$ cat config.mk
export PLATFORM = sky130hd
export DESIGN_NAME = phy_mac_side
export DESIGN_NICKNAME = d
export VERILOG_FILES = /design/src/phy_mac_pkg.sv /design/src/phy_mac_side.sv
export SDC_FILE = /design/constraint.sdc
export NUM_CORES = 1
export LEC_CHECK = 0
export BUFFER_PORTS_ARGS = -buffer_cell sky130_fd_sc_hd__buf_2
export CELL_PAD_IN_SITES_DETAIL_PLACEMENT = 0
export CELL_PAD_IN_SITES_GLOBAL_PLACEMENT = 1
export CORE_MARGIN = 2
export CORE_UTILIZATION = 43
export DETAILED_ROUTE_END_ITERATION = 16
export GPL_TIMING_DRIVEN = 0
export PLACE_DENSITY_LB_ADDON = 0.1
export RECOVER_POWER = 25
export SETUP_SLACK_MARGIN = 0.3
export SKIP_LAST_GASP = 1
export SLEW_MARGIN = 10
export SYNTH_ARGS = -nofsm -noshare
export SYNTH_HDL_FRONTEND = slang
export SYNTH_SLANG_ARGS = --single-unit
$ cat constraint.sdc
create_clock -name sys_clk -period 3.8 [get_ports sys_clk]
set_input_delay 0.19 -clock sys_clk [delete_from_list [all_inputs] [get_ports sys_clk]]
set_output_delay 0.19 -clock sys_clk [all_outputs]
set_load 0.02 [all_outputs]
$ cat src/phy_mac_pkg.sv
package phy_mac_pkg;

    // ------------------------------------------------------------
    // Clocking
    // ------------------------------------------------------------
    localparam int SYS_CLK_HZ = 20000000;
    // Sync stages for outside inputs
    localparam int SYNC_STAGES = 2;
    // Corruption nibble driven while a receive error is flagged
    localparam logic [3:0] RX_ERR_FILL = 4'he;
    localparam logic [3:0] MDIO_REG_RESET = 4'h0;
    // Management data bits per frame
    localparam int MGMT_DATA_BITS = 16;
    // Reference edges per MII clock step at 10 Mb/s versus 100 Mb/s
    localparam int SLOW_DIV = 10;
    // Management pin level when nobody drives it (pull-up)
    localparam logic MDIO_IDLE = 1'b1;

    typedef enum {
        MODE_MII,
        MODE_RMII
    } ifmode_t;

    typedef struct packed {
        logic en;
        logic [3:0] data;
    } txsym_t;

    typedef struct packed {
        logic dv;
        logic er;
        logic crs;
        logic col;
        logic [3:0] data;
    } rxsym_t;

endpackage

$ cat src/phy_mac_side.sv
`timescale 1ns/1ps
// Summary of operation
// - Management clock is unrelated to data clocks; treated as async.
// - Management data pin is shared; host and device drive in turn.
// - MII transmit clock is 25 MHz or 2.5 MHz by link speed.
// - MII transmit clock keeps fixed phase to the reference clock.
// - RMII leaves transmit clock unused; reference times both ways; here receive follows lineRxStrobe.
// - Transmit enable high marks data; MII four bits, RMII two.
// - MII transmit nibble captured on rising transmit clock edge.
// - RMII transmit dibit captured on the reference clock.
// - MII receive clock 25 or 2.5 MHz, from line data stream.
// - Receive data valid marks valid receive data, not carrier.
// - Receive error raised on error symbol, on the receive timing.
// - Receive data corrupted during a receive error.
// - Receive data presented per clock, valid while data valid.
// - MII carrier sense when medium busy; RMII merges with valid.
// - Collision low in full duplex; half duplex both busy; not RMII.
module phy_mac_side
    import phy_mac_pkg::*;
(
    input wire logic sys_clk, // System clock, 20 MHz
    input wire logic rstn, // Async reset, active low
    input wire logic refClockPin, // Reference clock pin (async)
    input wire logic lineClk, // Clock recovered from line (async)
    input wire logic modeStrap, // 1 selects RMII, sampled at reset
    input wire logic speed100, // 1 = 100 Mb/s link
    input wire logic fullDuplex, // 1 = full duplex
    input wire phy_mac_pkg::txsym_t txIn, // MAC transmit pins (async)
    output phy_mac_pkg::txsym_t txOut, // Captured transmit symbol
    output logic txStrobe, // Pulse: new transmit symbol
    input wire phy_mac_pkg::rxsym_t lineRx, // Decoded line symbol
    input wire logic lineRxStrobe, // Pulse: line symbol ready
    output logic txClk, // MII transmit clock out
    output logic rxClk, // MII receive clock out
    output phy_mac_pkg::rxsym_t rxOut, // MAC receive pins
    input wire logic mdc, // Management clock pin (async)
    input wire logic mdioIn, // Management data pin level
    input wire logic mdioDrive, // Core wants to drive data pin
    input wire logic mdioBit, // Core bit for the data pin
    output logic mdcRise, // Pulse: management clock rose
    output logic mdioSample, // Data pin level at last rise
    output logic mdioOut, // Data pin output value
    output logic mdioOe // Data pin output enable, high drives
);
    import phy_mac_pkg::*;

    // ------------------------------------------------------------
    // Synchronisers
    // ------------------------------------------------------------
    // Bit order: ref, line, mdc, mdio, tx en, tx data[3:0]
    localparam int NS = 9;
    logic [NS-1:0] syncA_q, syncA_d, syncB_q, syncB_d;
    logic [NS-1:0] rawIn;
    assign rawIn = {refClockPin, lineClk, mdc, mdioIn, txIn.en, txIn.data};
    always_comb begin
        syncA_d = rawIn;
        syncB_d = syncA_q;
    end

    always_ff @(posedge sys_clk or negedge rstn) begin
        if (!rstn) begin
            syncA_q <= '0;
            syncB_q <= '0;
        end else begin
            syncA_q <= syncA_d;
            syncB_q <= syncB_d;
        end
    end

    // ------------------------------------------------------------
    // Edge history and mode strap
    // ------------------------------------------------------------
    logic refD_q, refD_d, mdcD_q, mdcD_d;
    logic refRise;
    ifmode_t mode_q, mode_d;
    logic strapDone_q, strapDone_d;
    logic div_q, div_d;
    logic [3:0] divCnt_q, divCnt_d;
    logic divStep;
    always_comb begin
        refD_d = syncB_q[8];
        mdcD_d = syncB_q[6];
        refRise = syncB_q[8] & ~refD_q;
        mdcRise = syncB_q[6] & ~mdcD_q;
        // Strap caught once after reset release, held until next reset
        strapDone_d = 1'b1;
        mode_d = mode_q;
        if (!strapDone_q) begin
            mode_d = modeStrap ? MODE_RMII : MODE_MII;
        end
        // At 10 Mb/s the divider steps once per SLOW_DIV reference edges
        divStep = refRise & speed100;
        divCnt_d = divCnt_q;
        if (speed100) begin
            divCnt_d = 4'h0;
        end else if (refRise) begin
            if (divCnt_q == 4'(SLOW_DIV - 1)) begin
                divCnt_d = 4'h0;
                divStep = 1'b1;
            end else begin
                divCnt_d = divCnt_q + 4'h1;
            end
        end
        // Divider steps halved for MII clock: phase locked to reference
        div_d = divStep ? ~div_q : div_q;
    end

    always_ff @(posedge sys_clk or negedge rstn) begin
        if (!rstn) begin
            refD_q <= 1'b0;
            mdcD_q <= 1'b0;
            mode_q <= MODE_MII;
            strapDone_q <= 1'b0;
            div_q <= 1'b0;
            divCnt_q <= 4'h0;
        end else begin
            refD_q <= refD_d;
            mdcD_q <= mdcD_d;
            mode_q <= mode_d;
            strapDone_q <= strapDone_d;
            div_q <= div_d;
            divCnt_q <= divCnt_d;
        end
    end

    // ------------------------------------------------------------
    // Transmit capture
    // ------------------------------------------------------------
    logic txTick;
    txsym_t txOut_d;
    logic txStrobe_d;
    always_comb begin
        // MII: rising edge of our own transmit clock; RMII: reference
        if (mode_q == MODE_RMII) begin
            txTick = refRise;
        end else begin
            txTick = divStep & ~div_q;
        end
        txOut_d = txOut;
        txStrobe_d = txTick;
        if (txTick) begin
            txOut_d.en = syncB_q[4];
            txOut_d.data = syncB_q[3:0];
            if (mode_q == MODE_RMII) begin
                txOut_d.data[3:2] = 2'b00;
            end
        end
    end

    always_ff @(posedge sys_clk or negedge rstn) begin
        if (!rstn) begin
            txOut <= '0;
            txStrobe <= 1'b0;
        end else begin
            txOut <= txOut_d;
            txStrobe <= txStrobe_d;
        end
    end

    // ------------------------------------------------------------
    // Clock outputs and receive path
    // ------------------------------------------------------------
    // Limitation: reference must run at twice the fast MII clock rate
    logic txClk_d, rxClk_d;
    rxsym_t rxOut_d;
    always_comb begin
        txClk_d = (mode_q == MODE_MII) ? div_q : 1'b0;
        rxClk_d = (mode_q == MODE_MII) ? syncB_q[7] : 1'b0;
        rxOut_d = rxOut;
        if (lineRxStrobe) begin
            rxOut_d.dv = lineRx.dv;
            rxOut_d.er = lineRx.er & lineRx.dv;
            rxOut_d.data = lineRx.data;
            if (lineRx.er) begin
                rxOut_d.data = RX_ERR_FILL;
            end
            if (!lineRx.dv) begin
                rxOut_d.data = 4'h0;
            end
            if (mode_q == MODE_RMII) begin
                // Mask last so the error fill keeps the two-bit width
                rxOut_d.data[3:2] = 2'b00;
                rxOut_d.crs = lineRx.crs | lineRx.dv;
                rxOut_d.col = 1'b0;
            end else begin
                rxOut_d.crs = lineRx.crs;
                rxOut_d.col = ~fullDuplex & lineRx.crs & txOut.en;
            end
        end
    end

    always_ff @(posedge sys_clk or negedge rstn) begin
        if (!rstn) begin
            txClk <= 1'b0;
            rxClk <= 1'b0;
            rxOut <= '0;
        end else begin
            txClk <= txClk_d;
            rxClk <= rxClk_d;
            rxOut <= rxOut_d;
        end
    end

    // ------------------------------------------------------------
    // Management pin
    // ------------------------------------------------------------
    logic mdioSample_d, mdioOut_d, mdioOe_d;
    always_comb begin
        mdioSample_d = mdcRise ? syncB_q[5] : mdioSample;
        mdioOut_d = mdioBit;
        mdioOe_d = mdioDrive;
    end

    // Idle level after reset so no false low is reported
    always_ff @(posedge sys_clk or negedge rstn) begin
        if (!rstn) begin
            mdioSample <= MDIO_IDLE;
            mdioOut <= MDIO_IDLE;
            mdioOe <= 1'b0;
        end else begin
            mdioSample <= mdioSample_d;
            mdioOut <= mdioOut_d;
            mdioOe <= mdioOe_d;
        end
    end

endmodule
==> impl_metrics.ini <==
[detailed_routing]
drt_iter0_markers = 43
wl_per_cell_um = 12.2
via_per_inst = 4.62
via_count = 1058
wl_um = 2800
drtAntennaViolNets = 0
drtPass1Iterations = 4
drcViolationCount = 0

[grt]
grt_pass1_wl_um = 4570
grt_pass1_vias = 1045
grt_max_degree = 47
grt_overflow = 0
grt_use_total_pct = 14.2
grt_antenna_before_repair = 0

[sta]
max_slew.worst_pin.slew_ns = 2.31
max_freq_ghz = 0.524
finalSetupViolCount = 0
fin_ws_ns = 1.89
fin_crit_sh_pct = 50.2
finalSetupTns_ns = 0
maxSlewHeadroom_pct = -54.3
finalHoldViolations = 0
final-max-slew-violation-count = 47
rsz0062_at_grt = false
finClkSkew_ns = 0.00341
period_minus_slack_ns = 1.91

[logic_synthesis]
synthArstFlopShare_pct = 100
yosysMostFrequentCell = dfrtp_1
synth_common_cells = 44 x dfrtp_1, 9 x inv_1, 9 x o21ai_0, 7 x nand2_1
ys_ff_latch = 46
synth_seq_area_share_pct = 69.2
synth_fp_nets = 147
synth_area_leaders = dfrtp_1 66%, dfstp_2 3.2%, o21ai_0 2.7%
synth.avg_cell_area_um2 = 13.9
synth-edff-count = 0
syn-cell-area_mm2 = 0.00167
ys_types = 30
synthCells = 120
ys_warn_count = 0
synth_top_cell_by_area = dfrtp_1
synth_top_cell_area_share_pct = 66.0
synthFlopType = dfrtp_1

[critical_path]
required_ns = 3.73
crit_chain = clkbuf_1
arrival_ns = 1.83
r2r_slack_ns = 2.20
rr_startpoint = divCnt_q[1]
worstPathMaxFanout = 46
path_buf_inv = 1
reg2reg_to = txOut[0]
cp-start-kind = input port
r2r_cells = 5
path_delay_family = buffers and inverters
slowest_stage = clkbuf_1
critical_path_class = input port to asynchronous set/reset pin
cpPeakStageDelay_ns = 1.61
cp-end-kind = asynchronous set/reset pin

[clock_tree]
h-tree-depth = 2
cts_setup_buffers = 0
clk_pin_slew_ns = 0.08
clk_path_buf_depth = 2
cts_buffers = 5
cts.sinks = 46
clk_latency_ns = 0.29
root_buffer = clkbuf_8
tritoncts = done

[floorplanning]
ios = 45
start_util_pct = 45.2
die_y_um = 66.3
core_mm2 = 0.00369
dieArea_mm2 = 0.00439
die_w_um = 66.3
row_count = 22

[placement]
place_hpwl_um = 1970
placement.setup.worst_slack_ns = 2.20
portBuffers = 43
placedCellCount = 211
gp_congestion = 0.741
placed_cell_area_mm2 = 0.00194

[run]
maxCapViolCount = 1

[outcome]
violations = max-capacitance violations, max-slew violations
status = finished, violations left

[layout]
areaGrowthSynthToFinish_pct = 27.3
antennaDiodeCount = 0
drive_above_1_share_pct = 33.7
nFillCells = 322
fin_area_mm2 = 0.00212
instances_no_fill = 229
fin_nets = 207

[hold_path]
hp-start = lineClk
hold_end = syncA_q[7]
worstHoldPathType = input port to flip-flop
whs_path_depth = 1

[power_and_ir_drop]
leakagePower_nw = 1.01
ir_drop_mv = 0.298
power_density_mw_per_mm2 = 496
metal layers:
metal	global-route usage, %	share of wire (%)	vias to the layer above
li1	-	-	522
met1	17.4	42	500
met2	23.4	50	31
met3	3.92	6.6	5
met4	6.12	1.2	0
met5	0	0	-
stage by stage:
stage | hold WS, ns | power (W) | util (%)
2_1_floorplan | -0.106 | 0.000703 | -
3_3_place_gp | 0.295 | 0.000775 | 52.7
3_5_place_dp | 0.299 | 0.000781 | 52.7
4_1_cts | 0.00219 | 0.00107 | 57.4
5_1_grt | 0.00272 | 0.00111 | 57.6
6_report | 0.00741 | 0.00105 | 57.6
what timing repair did:
action                    CTS  global route
hold endpoints to repair    9             1
hold buffers                9             1
gates resized for setup     0             0
sequential cells by signal, summed over array words and instances, names as in the netlist:
signal and count:
refD_q 1, syncB_q 9, strapDone_q 1, rxClk 1, div_q 1, txOut 5, txClk 1, rxOut 8
mdcD_q 1, mdioSample 1, mode_q 1, txStrobe 1, divCnt_q 4, mdioOe 1, syncA_q 9, mdioOut 1
cell type report:
class | count | area (um2) | share of cell area, %
inverter | 9 | 33.8 | 1.59
sequential | 46 | 1150 | 54.3
tap | 48 | 60.1 | 2.83
multi-input combinational | 63 | 472 | 22.2
clock inverter | 2 | 10.0 | 0.471
clock buffer | 6 | 72.6 | 3.42
buffer | 2 | 8.76 | 0.412
timing repair buffer | 53 | 313 | 14.7
cell usage in the layout (no fill, tap or decap), types with 4 or more instances in the layout:
cell type,instances
o21ai_0,9
dfrtp_1,44
nand2_1,7
mux2_2,4
inv_1,9
nor2b_1,6
clkbuf_8,5
a21oi_1,6
clkbuf_1,4
dlygate4sd3_1,10
buf_2,42
worst max-delay path by stage:
stage	slack, ns	startpoint	endpoint	cells after the start
6_report	1.89	rstn	strapDone_q	1
5_1_grt	1.39	rstn	txOut[4]	1
4_1_cts	2.19	divCnt_q[1]	txOut[0]	5
3_5_place_dp	2.20	divCnt_q[1]	txOut[0]	5
3_3_place_gp	2.26	divCnt_q[1]	txOut[0]	5
2_1_floorplan	2.34	divCnt_q[1]	txOut[0]	5
power breakdown:
group | leakage, nW | switching (W) | internal, W
combinational | 0.414 | 0.000107 | 0.0000904
clock | 0.0450 | 0.000149 | 0.000127
sequential | 0.555 | 0.0000333 | 0.000545
cells by family (layout without fill, tap and decap cells):
kind of cell    count (synthesis)  after routing  synth area share, %
buf+inv                        11             72                 2.55
flops                          46             46                 69.2
xor+xnor                        1              1                0.525
compound gates                 21             21                 7.95
fa+ha+maj                       2              2                 1.50
simple gates                   30             30                 12.1
mux                             8              8                 6.00
other cells                     1              1                0.225
No activity file was read; power rests on OpenSTA's default activity.
